[config.mk]
export PLATFORM = sky130hd
export DESIGN_NAME = pmd_divider
export DESIGN_NICKNAME = d
export VERILOG_FILES = /design/src/logic/pmd_delay_line.v /design/src/logic/pmd_divider.v
export VERILOG_INCLUDE_DIRS = /design/src /design/src/inc
export SDC_FILE = /design/constraint.sdc
export NUM_CORES = 1
export LEC_CHECK = 0
export BUFFER_PORTS_ARGS = -buffer_cell sky130_fd_sc_hd__buf_4
export CORE_AREA = 2 2 49 47
export DETAILED_ROUTE_END_ITERATION = 8
export DIE_AREA = 0 0 51 49
export PLACE_DENSITY = 0.74
export REMOVE_ABC_BUFFERS = 1
export SYNTH_ARGS = -nofsm -noshare
export SYNTH_HDL_FRONTEND = slang
export SYNTH_SLANG_ARGS = --single-unit
[constraint.sdc]
create_clock -name mclk_in -period 3.5 [get_ports mclk_in]
set_input_delay 0.7 -clock mclk_in [delete_from_list [all_inputs] [get_ports mclk_in]]
set_output_delay 0.7 -clock mclk_in [all_outputs]
set_load 0.01 [all_outputs]
[src/inc/pmd_consts.vh]
/*
 * Constants for the phase-matched clock divider: default insertion delay,
 * reset-release clock selections and reset values.
 * Assumes inclusion by bare name from files under logic/.
 */
`ifndef PMD_CONSTS_VH
`define PMD_CONSTS_VH

// Default insertion delay, in mclk_in cycles, inside the delay line
`define PMD_DELAY_STAGES 2

// Reset-release clock select encodings
`define PMD_SEL_PRIMARY 2'h0
`define PMD_SEL_COMP_B 2'h1
`define PMD_SEL_COMP_C 2'h2
`define PMD_SEL_COMP_D 2'h3

// Release gate enable settings
`define PMD_GATE_OFF 1'h0
`define PMD_GATE_ON 1'h1

// Reset values
`define PMD_RST_PHASE 3'h0
`define PMD_RST_CLOCKS 4'h0

`endif

[src/logic/pmd_delay_line.v]
/*
 * Equal-depth shift register delaying a bundle of sampled clock levels.
 * Assumes inputs synchronous to clk_in; rst_in is synchronous, active high.
 */
module pmd_delay_line #(
    parameter WIDTH = 4,
    parameter DEPTH = 2
) (
    input wire clk_in,              // sampling clock
    input wire rst_in,              // synchronous reset
    input wire [WIDTH-1:0] d_in,    // levels to delay
    output wire [WIDTH-1:0] q_out   // levels delayed DEPTH cycles
);
    reg [WIDTH-1:0] stage [0:DEPTH-1];

    genvar g;
    generate
        for (g = 0; g < DEPTH; g = g + 1) begin : tap
            always @(posedge clk_in) begin
                if (rst_in) begin
                    stage[g] <= {WIDTH{1'b0}};
                end else if (g == 0) begin
                    stage[g] <= d_in;
                end else begin
                    stage[g] <= stage[(g > 0) ? g - 1 : 0];
                end
            end
        end
    endgenerate

    assign q_out = stage[DEPTH-1];
endmodule

[src/logic/pmd_divider.v]
/*
 * Phase-matched divider: delayed copies of four clocks and divide by 2,
 * 4 and 8 of the primary clock, rising-edge aligned to its delayed copy.
 * Assumes all clock inputs are slow levels sampled by mclk_in (at least
 * two mclk_in cycles per high and low phase); rst_in synchronous high.
 */
// How it works
// - Primary makes a delayed copy plus half, quarter, eighth rate outputs.
// - Delayed primary and divided outputs rise on the same cycle.
// - All four clocks pass one identical delay line.
// - Companion clocks come out undivided at original frequency.
// - Reset forces every output low at once, no edge awaited.
// - Reset removal is registered on a clock edge before outputs run.
// - Release strobe starts the divided outputs in step with the primary.
// - Parameter picks which input clock registers reset removal.
// - Parameter, default off, makes divided outputs wait for release.
// - Divided outputs are 50/50; delayed outputs keep input duty.
// - Gate off: each output starts at its own clock's next rise once lanes arm.
// - Gate on: strobe rise starts dividers at next primary rise.
// - Strobe is edge sensitive, only out of reset, accepted once.
`include "pmd_consts.vh"

module pmd_divider #(
    parameter DELAY_STAGES = `PMD_DELAY_STAGES,
    parameter [1:0] RESET_RELEASE_SEL = `PMD_SEL_PRIMARY,
    parameter [0:0] RELEASE_GATE_ENABLE = `PMD_GATE_OFF
) (
    input wire mclk_in,                 // sampling clock
    input wire rst_in,                  // synchronous reset, high
    input wire primary_clock_in,        // divided clock source
    input wire companion_clock_in_b,    // companion clock b
    input wire companion_clock_in_c,    // companion clock c
    input wire companion_clock_in_d,    // companion clock d
    input wire release_strobe_in,       // divided-output release
    output wire primary_delayed_out,    // delayed primary
    output wire half_rate_out,          // primary / 2
    output wire quarter_rate_out,       // primary / 4
    output wire eighth_rate_out,        // primary / 8
    output wire companion_delayed_out_b, // delayed companion b
    output wire companion_delayed_out_c, // delayed companion c
    output wire companion_delayed_out_d  // delayed companion d
);
    // Arming steps after reset removal
    localparam [1:0] ST_WAIT_RISE = 2'h0;
    localparam [1:0] ST_WAIT_FALL = 2'h1;
    localparam [1:0] ST_ARMED = 2'h2;

    function [3:0] pmd_sel_hot;
        input [1:0] sel;
        begin
            case (sel)
                `PMD_SEL_PRIMARY: pmd_sel_hot = 4'h1;
                `PMD_SEL_COMP_B: pmd_sel_hot = 4'h2;
                `PMD_SEL_COMP_C: pmd_sel_hot = 4'h4;
                default: pmd_sel_hot = 4'h8;
            endcase
        end
    endfunction

    wire [3:0] raw_clk;
    wire [3:0] dly;
    wire [3:0] rise;
    wire [3:0] fall;
    wire [3:0] sel_hot;
    wire sel_rise;
    wire sel_fall;
    wire prim_rise;
    wire start_ok;
    wire strobe_edge;
    wire run_del;

    reg [3:0] prev;
    reg [3:0] chan_en;
    reg [3:0] clk_q;
    reg [1:0] arm_state;
    reg [1:0] next_arm;
    reg div_run;
    reg [2:0] phase;
    reg rel_prev;
    reg rel_ok;
    reg [2:0] div_q;
    reg next_run;
    reg [2:0] next_phase;

    assign raw_clk = {companion_clock_in_d, companion_clock_in_c,
                      companion_clock_in_b, primary_clock_in};

    // Same depth for every lane keeps input skews intact
    pmd_delay_line #(
        .WIDTH(4),
        .DEPTH(DELAY_STAGES)
    ) u_delay (
        .clk_in(mclk_in),
        .rst_in(rst_in),
        .d_in(raw_clk),
        .q_out(dly)
    );

    assign rise = dly & ~prev;
    assign fall = ~dly & prev;
    assign sel_hot = pmd_sel_hot(RESET_RELEASE_SEL);
    assign sel_rise = |(rise & sel_hot);
    assign sel_fall = |(fall & sel_hot);
    assign prim_rise = rise[0] & chan_en[0];

    // Gate off: dividers follow the primary lane as soon as it runs
    assign start_ok = (RELEASE_GATE_ENABLE == `PMD_GATE_ON) ?
                      rel_ok : 1'b1;
    assign strobe_edge = release_strobe_in & ~rel_prev;

    // Removal is registered on a rise, lanes armed at the next fall
    always @(posedge mclk_in) begin
        if (rst_in) begin
            prev <= `PMD_RST_CLOCKS;
            arm_state <= ST_WAIT_RISE;
        end else begin
            prev <= dly;
            arm_state <= next_arm;
        end
    end

    // Latency of one selected-clock cycle is traded for whole first pulses
    always @* begin
        next_arm = arm_state;
        case (arm_state)
            ST_WAIT_RISE: begin
                if (sel_rise) begin
                    next_arm = ST_WAIT_FALL;
                end
            end
            ST_WAIT_FALL: begin
                if (sel_fall) begin
                    next_arm = ST_ARMED;
                end
            end
            ST_ARMED: begin
                next_arm = ST_ARMED;
            end
            default: begin
                next_arm = ST_WAIT_RISE;
            end
        endcase
    end

    assign run_del = (arm_state == ST_ARMED);

    // Each lane starts only while low, so no first pulse is truncated
    genvar g;
    generate
        for (g = 0; g < 4; g = g + 1) begin : lane
            always @(posedge mclk_in) begin
                if (rst_in) begin
                    chan_en[g] <= 1'b0;
                    clk_q[g] <= 1'b0;
                end else begin
                    if (run_del && !dly[g]) begin
                        chan_en[g] <= 1'b1;
                    end
                    clk_q[g] <= dly[g] & chan_en[g];
                end
            end
        end
    endgenerate

    // Strobe taken once per reset; later edges are ignored
    always @(posedge mclk_in) begin
        // History follows the pin in reset: a strobe held high is no edge
        rel_prev <= release_strobe_in;
        if (rst_in) begin
            rel_ok <= 1'b0;
        end else begin
            if (strobe_edge && !rel_ok) begin
                rel_ok <= 1'b1;
            end
        end
    end

    always @* begin
        next_run = div_run;
        next_phase = phase;
        if (prim_rise) begin
            if (div_run) begin
                next_phase = phase + 3'h1;
            end else if (start_ok) begin
                next_run = 1'b1;
                next_phase = `PMD_RST_PHASE;
            end
        end
    end

    always @(posedge mclk_in) begin
        if (rst_in) begin
            div_run <= 1'b0;
            phase <= `PMD_RST_PHASE;
        end else begin
            div_run <= next_run;
            phase <= next_phase;
        end
    end

    // Divided levels change only on primary rises: 50/50 by construction
    generate
        for (g = 0; g < 3; g = g + 1) begin : ratio
            always @(posedge mclk_in) begin
                if (rst_in) begin
                    div_q[g] <= 1'b0;
                end else begin
                    // Bit g of the phase halves the rate once more
                    div_q[g] <= next_run & ~next_phase[g];
                end
            end
        end
    endgenerate

    // Reset gates outputs combinationally so they drop without an edge
    assign primary_delayed_out = clk_q[0] & ~rst_in;
    assign companion_delayed_out_b = clk_q[1] & ~rst_in;
    assign companion_delayed_out_c = clk_q[2] & ~rst_in;
    assign companion_delayed_out_d = clk_q[3] & ~rst_in;
    assign half_rate_out = div_q[0] & ~rst_in;
    assign quarter_rate_out = div_q[1] & ~rst_in;
    assign eighth_rate_out = div_q[2] & ~rst_in;
endmodule

==> results by group, run 1 <==
Run status
  • Status: completed

Worst setup path
  • Critical Path RT: 2.80 ns
  • Most repeated library cell on the critical path: sky130_fd_sc_hd__buf_4
  • Delay of the slowest cell on the worst path: 0.27 ns
  • Critical Path Source: rst_in
  • Buffers and inverters on the worst path: 2
  • Crit Path Category: input pin to output port
  • Startpoint of the lowest-slack register-to-register path: arm_state[0]$_SDFFE_PP0P_
  • Slowest library cell on the worst path: sky130_fd_sc_hd__buf_4
  • Kind of cell adding the most delay to the critical path: buffers and inverters
  • Cell-by-cell trace of the critical path: buf_4 -> nor2b_1 -> buf_4
  • Startpoint types: input pin
  • Top fanout value on the critical path: 32
  • Worst path arrival time: 1.23 ns
  • Nature of the critical path endpoint: output port

Floorplanning
  • Area of the die: 2499 sq um
  • Core box area: 2022 sq um
  • Chip height: 49 microns
  • Std cell rows: 16
  • Starting Density: 51.42%
  • Horiz. Die Dim: 51 microns
  • I/O pin cnt: 14

STA
  • Max Freq: 518.2 MHz
  • Final hold slack: 0.4375 ns
  • Worst relative slew slack: 80.01%
  • Final critical-path share of the clock period: 55.14%
  • Final hold viol count: 0
  • Clock period minus worst slack: 1.930 ns
  • Setup ws final: 1.570 ns
  • Skew final: 0.001258 ns
  • Setup TNS: 0 ns
  • Max Transition Viols Final: 0
  • Setup repair after global routing missed its margin: no
  • Actual slew at the worst max-slew pin: 0.2999 ns
  • Number of setup violations in the final report: 0

Cells and area
  • Most used cells in the layout excluding fill and tap cells: 26 x sky130_fd_sc_hd__dfxtp_1, 15 x sky130_fd_sc_hd__nor2b_1, 12 x sky130_fd_sc_hd__buf_4, 10 x sky130_fd_sc_hd__nor2_1, 9 x sky130_fd_sc_hd__a21oi_1
  • Total inserted antenna cells: 0
  • Fin nets: 137
  • Reg area: 520.5 sq um
  • Share of final-layout standard cells stronger than drive strength 1: 15.32%
  • Layout filler cell count: 190
  • Total non-filler cell area in the finished layout: 1189 sq um
  • Most common cell after layout, fill and taps aside: sky130_fd_sc_hd__dfxtp_1
  • Area growth syn-to-layout: 14.32%
  • Multi-input gate area: 478.0 sq um

Place
  • Pre-CTS setup slack: 1.566 ns
  • Total cell area at the placement stage: 1152 sq um
  • Post-detailed-placement half-perimeter wirelength: 1.097 mm
  • Number of port buffers: 12
  • Weighted congestion reported at the end of routability-driven placement: 0.7233

Synthesis
  • Number of warnings reported in the yosys synthesis log: 0
  • Synth Instances: 111
  • Yosys top cell area share: 50.06%
  • Seq/Total Area, Yosys: 50.06%
  • Top cells by area, synth: sky130_fd_sc_hd__dfxtp_1 50%, sky130_fd_sc_hd__nor2b_1 9.0%, sky130_fd_sc_hd__ha_1 6.0%, sky130_fd_sc_hd__a21oi_1 4.3%, sky130_fd_sc_hd__nor2_1 3.6%
  • Post-synth top area cell: sky130_fd_sc_hd__dfxtp_1
  • Mapped Avg Cell Area: 9.367 sq um
  • Post-synthesis register bit count: 26
  • Distinct cells, synth: 27
  • Combined area of all synthesized cells: 1040 sq um

Routing
  • DR vias: 772
  • Sum of routed wire length over all layers: 1.536 mm
  • Detail-routed via count per cell: 5.113
  • Routed wire length per instance: 10.17 microns
  • Iteration count of the initial detailed-routing pass: 4
  • Violation count after the first detailed-route iteration: 6
  • Post-detailed-route count of antenna-violating nets: 0
  • Final routed DRC violation total: 0

Clock network
  • Total clock buffers created by CTS: 3
  • Source-to-sink clock delay at the later pin of the worst-skew pair: 0.32 ns
  • Clock transition at the registers of the reported paths: 0.13 ns
  • Root buffer selected by CTS: sky130_fd_sc_hd__clkbuf_4
  • Hold_buf cts: 0
  • Clock Path Buffers: 2
  • Post-cts resize count: 0
  • Clock Sink Count: 26
  • Post-CTS setup repair buffer count: 0
  • TritonCTS clock tree: yes
  • H-tree depth: 1

GRT
  • Via count of the first global-routing pass: 658
  • First-pass GRT wire length: 2.684 mm
  • Pin count of the biggest net entering global routing: 33
  • Overall fraction of global-route tracks in use: 14.06%
  • Aggregate global routing overflow: 0
  • Initial antenna violation count: 0

Run
  • Count of max-cap constraint violations: 0

Power and ir drop
  • Static Leakage: 0.4647 nW
  • Peak supply drop: 0.2622 mV
  • Power per cell area: 513.9 nW/um^2

Worst hold path
  • Worst Hold Class: register to register
  • Startpoint of the lowest-slack hold path: chan_en[2]$_SDFFE_PP0P_
-- path summary, 6_finish.rpt --
check                                            endpoint  slack (ns)  depth (start not counted)
worst max-delay path              companion_delayed_out_d        1.57                          3
worst min-delay path                  clk_q[2]$_SDFF_PP0_        0.44                          2
worst max register to register  arm_state[1]$_SDFFE_PP0P_        2.12                          5
worst min register to register        clk_q[2]$_SDFF_PP0_        0.44                          2
-- flip-flops by register name, summed over array words and instances, names as in the netlist --
signal,flops
chan_en,4
clk_q,4
prev,1
u_delay.stage,8
div_run,1
phase,3
div_q,3
arm_state,2
-- worst min-delay path, stage by stage, from the launching register on --
cell	delay [ns]
sky130_fd_sc_hd__dfxtp_1	0.33
sky130_fd_sc_hd__nand2_1	0.05
sky130_fd_sc_hd__nor2_1	0.03
-- where the power goes --
group / leakage, nW / internal [mW] / switching, mW
Clock: 0.0210 / 0.0636 / 0.0829
Sequential: 0.212 / 0.322 / 0.0181
Combinational: 0.232 / 0.0547 / 0.0696
-- Yosys cell counts, drive strengths merged --
cell    number
a211o        1
or2b         1
nand4b       1
a21oi        9
a32oi        2
nor2        10
a31oi        5
xnor2        1
ha           5
inv          8
and4bb       2
nand2        8
o21ai        1
dfxtp       26
or3          1
and2         2
and2b        1
o211ai       2
and3b        1
nor2b       15
nand3b       2
nand2b       2
clkbuf       3
nand3        1
or2          1
-- metrics by stage --
stage / instances / total power, mW / utilization [%]
2_1_floorplan: 108 / 0.4346 / -
6_report: 151 / 0.6108 / 58.79
3_3_place_gp: 147 / 0.4613 / 56.99
5_1_grt: 151 / 0.6529 / 58.79
3_5_place_dp: 147 / 0.4718 / 56.99
4_1_cts: 151 / 0.6191 / 58.79
-- layout make-up --
type | instances | area share (%)
clock buffers | 4 | 3.053
multi-input cells | 74 | 40.21
flip-flops and latches | 26 | 43.79
well taps | 27 | 2.842
inverters | 8 | 2.526
repair buffers | 12 | 7.579
-- cells by family after synthesis --
| family | count (synthesis) | share of synthesized area [%] |
|---|---|---|
| AND/OR/NAND/NOR | 48 | 27.32 |
| flip-flops | 26 | 50.06 |
| AO/OA/AOI/OAI | 20 | 11.79 |
| buffers and inverters | 11 | 3.971 |
| adder cells (fa/ha/maj) | 5 | 6.017 |
| XOR/XNOR | 1 | 0.8425 |
-- layer usage --
metal | up-vias | track usage, % | wire length (microns)
met5 | - | 0 | 0
met4 | 0 | 9.459 | 46
met3 | 5 | 1.840 | 65
met2 | 21 | 21.86 | 723
met1 | 349 | 17.93 | 702
li1 | 397 | - | -
No activity file was read; power rests on OpenSTA's default activity.
==> inputs of run 2 (changes only) <==
--- a/config.mk
+++ b/config.mk
@@ -7,10 +7,10 @@
 export NUM_CORES = 1
 export LEC_CHECK = 0
 export BUFFER_PORTS_ARGS = -buffer_cell sky130_fd_sc_hd__buf_4
-export CORE_AREA = 2 2 49 47
+export CORE_AREA = 2 2 50 47
 export DETAILED_ROUTE_END_ITERATION = 8
-export DIE_AREA = 0 0 51 49
-export PLACE_DENSITY = 0.74
+export DIE_AREA = 0 0 52 49
+export PLACE_DENSITY = 0.73
 export REMOVE_ABC_BUFFERS = 1
 export SYNTH_ARGS = -nofsm -noshare
 export SYNTH_HDL_FRONTEND = slang
==> constraint.sdc (replaced) <==
create_clock -name mclk_in -period 1.8 [get_ports mclk_in]
set_input_delay 0.36 -clock mclk_in [delete_from_list [all_inputs] [get_ports mclk_in]]
set_output_delay 0.36 -clock mclk_in [all_outputs]
set_load 0.01 [all_outputs]
==> run 2 against run 1 <==
Clock power increased by 93%. Sequential share of layout area decreased by 0.27 points. Die area increased by 2.0%. Setup slack got worse by 1.1 ns. Via count decreased by 4.8%. Total power increased by 94%. Register-to-register slack got worse by 1.7 ns. Sequential power increased by 94%. Utilization decreased by 0.78 points. Non-clock buffer count increased by 1. Largest power group unchanged.
==> results by group, run 2 (synthesis results as in run 1) <==
Run status
  • Status: completed

Clock network
  • Post-CTS setup repair buffer count: 0 (unchanged)
  • Clock Path Buffers: 2 (unchanged)
  • Root buffer selected by CTS: sky130_fd_sc_hd__clkbuf_4
  • Hold_buf cts: 0 (unchanged)
  • Clock transition at the registers of the reported paths: 0.13 ns (about the same)
  • H-tree depth: 1 (unchanged)
  • Source-to-sink clock delay at the later pin of the worst-skew pair: 0.32 ns (about the same)
  • Total clock buffers created by CTS: 3 (unchanged)
  • Post-cts resize count: 0 (unchanged)
  • Clock Sink Count: 26 (unchanged)
  • TritonCTS clock tree: yes

STA
  • Setup TNS: 0 ns (unchanged)
  • Max Transition Viols Final: 0 (unchanged)
  • Final critical-path share of the clock period: 74.03%
  • Actual slew at the worst max-slew pin: 0.2812 ns (-0.01865 ns)
  • Clock period minus worst slack: 1.332 ns
  • Final hold viol count: 0 (unchanged)
  • Skew final: 0.005128 ns (+0.003870 ns)
  • Worst relative slew slack: 81.22% (+1.2 points)
  • Max Freq: 750.5 MHz
  • Setup repair after global routing missed its margin: no
  • Number of setup violations in the final report: 0 (unchanged)
  • Final hold slack: 0.2372 ns (-0.2003 ns)

Routing
  • Violation count after the first detailed-route iteration: 4 (-2)
  • DR vias: 735 (-4.8%)
  • Detail-routed via count per cell: 4.836 (-5.4%)
  • Routed wire length per instance: 9.586 microns (-5.8%)
  • Final routed DRC violation total: 0 (unchanged)
  • Post-detailed-route count of antenna-violating nets: 0 (unchanged)
  • Iteration count of the initial detailed-routing pass: 4 (unchanged)
  • Sum of routed wire length over all layers: 1.457 mm (-5.1%)

Place
  • Post-detailed-placement half-perimeter wirelength: 1.018 mm (-7.2%)
  • Number of port buffers: 12 (unchanged)
  • Total cell area at the placement stage: 1160 sq um (+0.65%)
  • Placed Cells: 148 (+0.68%)
  • Weighted congestion reported at the end of routability-driven placement: 0.6846 (-5.4%)

Power and ir drop
  • Total net switching power: 0.3258 mW (+91%)
  • Sequential cell fraction of total power: 55.8% (+0.2 points)
  • Part of the power in combinational logic: 20.2% (-0.2 points)
  • Switching Share: 27.56% (-0.39 points)
  • Cell internal power dissipation: 0.8564 mW (+95%)
  • Power per cell area: 988.4 nW/um^2 (+92%)
  • Clock network fraction of total power: 24.0% (about the same)
  • Post-layout total power: 1.182 mW (+94%)
  • Peak supply drop: 0.5783 mV (+120%)
  • Static Leakage: 0.4696 nW (+1.0%)

Worst setup path
  • Critical Path RT: 2.02 ns (-0.78 ns)
  • Kind of cell adding the most delay to the critical path: flip-flops
  • Most repeated library cell on the critical path: sky130_fd_sc_hd__a31oi_1
  • Cell-by-cell trace of the critical path: inv_1 -> ha_1 -> and4bb_1 -> a31oi_1 -> a31oi_1
  • Crit Path Category: register to register
  • Nature of the critical path endpoint: register
  • Buffers and inverters on the worst path: 1 (-1)
  • Worst path arrival time: 1.55 ns (+0.32 ns)
  • Slowest library cell on the worst path: sky130_fd_sc_hd__dfxtp_1
  • Top fanout value on the critical path: 4 (-88%)
  • Startpoint types: register
  • Delay of the slowest cell on the worst path: 0.39 ns (+0.12 ns)

Floorplanning
  • Starting Density: 50.42% (-1.0 points)
  • Core box area: 2062 sq um (+2.0%)
  • Chip height: 49 microns (unchanged)
  • I/O pin cnt: 14 (unchanged)
  • Area of the die: 2548 sq um (+2.0%)
  • Horiz. Die Dim: 52 microns (+2.0%)
  • Std cell rows: 16 (unchanged)

Cells and area
  • Area growth syn-to-layout: 15.04%
  • Most used cells in the layout excluding fill and tap cells: 26 x sky130_fd_sc_hd__dfxtp_1, 15 x sky130_fd_sc_hd__nor2b_1, 13 x sky130_fd_sc_hd__buf_4, 10 x sky130_fd_sc_hd__nor2_1, 9 x sky130_fd_sc_hd__a21oi_1
  • Number of flip-flops under the largest register name: 8 (unchanged)
  • Most common cell after layout, fill and taps aside: sky130_fd_sc_hd__dfxtp_1
  • Number of non-filler instances in the completed layout: 152 (+0.66%)
  • Total non-filler cell area in the finished layout: 1196 sq um (+0.63%)
  • Layout filler cell count: 204 (+7.4%)
  • Share of final-layout standard cells stronger than drive strength 1: 16.00% (+0.68 points)
  • Total inserted antenna cells: 0 (unchanged)
  • Fin nets: 138 (+0.73%)
  • Register name with the most flops: u_delay.stage
  • Leading registers by flop count: u_delay.stage (8), chan_en (4), clk_q (4)

GRT
  • Overall fraction of global-route tracks in use: 12.93% (-1.1 points)
  • Initial antenna violation count: 0 (unchanged)
  • Pin count of the biggest net entering global routing: 22 (-33%)
  • Aggregate global routing overflow: 0 (unchanged)
  • First-pass GRT wire length: 2.456 mm (-8.5%)
  • Via count of the first global-routing pass: 615 (-6.5%)

Run
  • Count of max-cap constraint violations: 0 (unchanged)

Worst hold path
  • Worst Hold Class: input pin to register
==> run 2: changes by cell type in the layout (fill, tap and decap cells not counted), sizes merged <==
cell and change:
buf +1
==> run 2: cell type report <==
class                           instances  area [sq um]  share of cell area [%]
Inverter                                8         30.03                   2.510
Timing Repair Buffer                   13         97.59                   8.159
Tap cell                               27         33.78                   2.824
Clock buffer                            4         36.28                   3.033
Multi-Input combinational cell         74         478.0                   39.96
Sequential cell                        26         520.5                   43.51
==> run 2: stage by stage <==
step           setup slack [ns]  util, %
3_5_place_dp             0.4682    56.25
5_1_grt                  0.3749    58.01
4_1_cts                  0.4533    58.01
2_1_floorplan            0.5434        -
3_3_place_gp             0.4904    56.25
6_report                 0.4675    58.01
==> run 2: path summary, 6_finish.rpt <==
kind | start | to | slack, ns | cells past startpoint
min | companion_clock_in_c | u_delay.stage[0][2]$_SDFF_PP0_ | 0.24 | 2
min reg2reg | chan_en[2]$_SDFFE_PP0P_ | clk_q[2]$_SDFF_PP0_ | 0.44 | 2
max reg2reg | arm_state[0]$_SDFFE_PP0P_ | arm_state[1]$_SDFFE_PP0P_ | 0.47 | 5
max | arm_state[0]$_SDFFE_PP0P_ | arm_state[1]$_SDFFE_PP0P_ | 0.47 | 5
==> run 2: metal layers <==
layer / wire (microns) / global-route usage, % / vias to the layer above / share of wire, %
met5: 0 / 0 / - / 0
li1: - / - / 400 / -
met1: 735 / 16.09 / 322 / 50
met2: 640 / 19.20 / 11 / 44
met4: 15 / 5.702 / 0 / 1.0
met3: 66 / 5.521 / 2 / 4.5
==> run 2: power by group through the flow <==
stage               Combinational (mW)  Sequential [mW]  Clock, mW
finish                           0.239            0.660      0.284
global route                     0.272            0.667      0.321
CTS                              0.240            0.660      0.298
detailed placement               0.239            0.673          0
global placement                 0.229            0.671          0
floorplan                        0.180            0.666          0
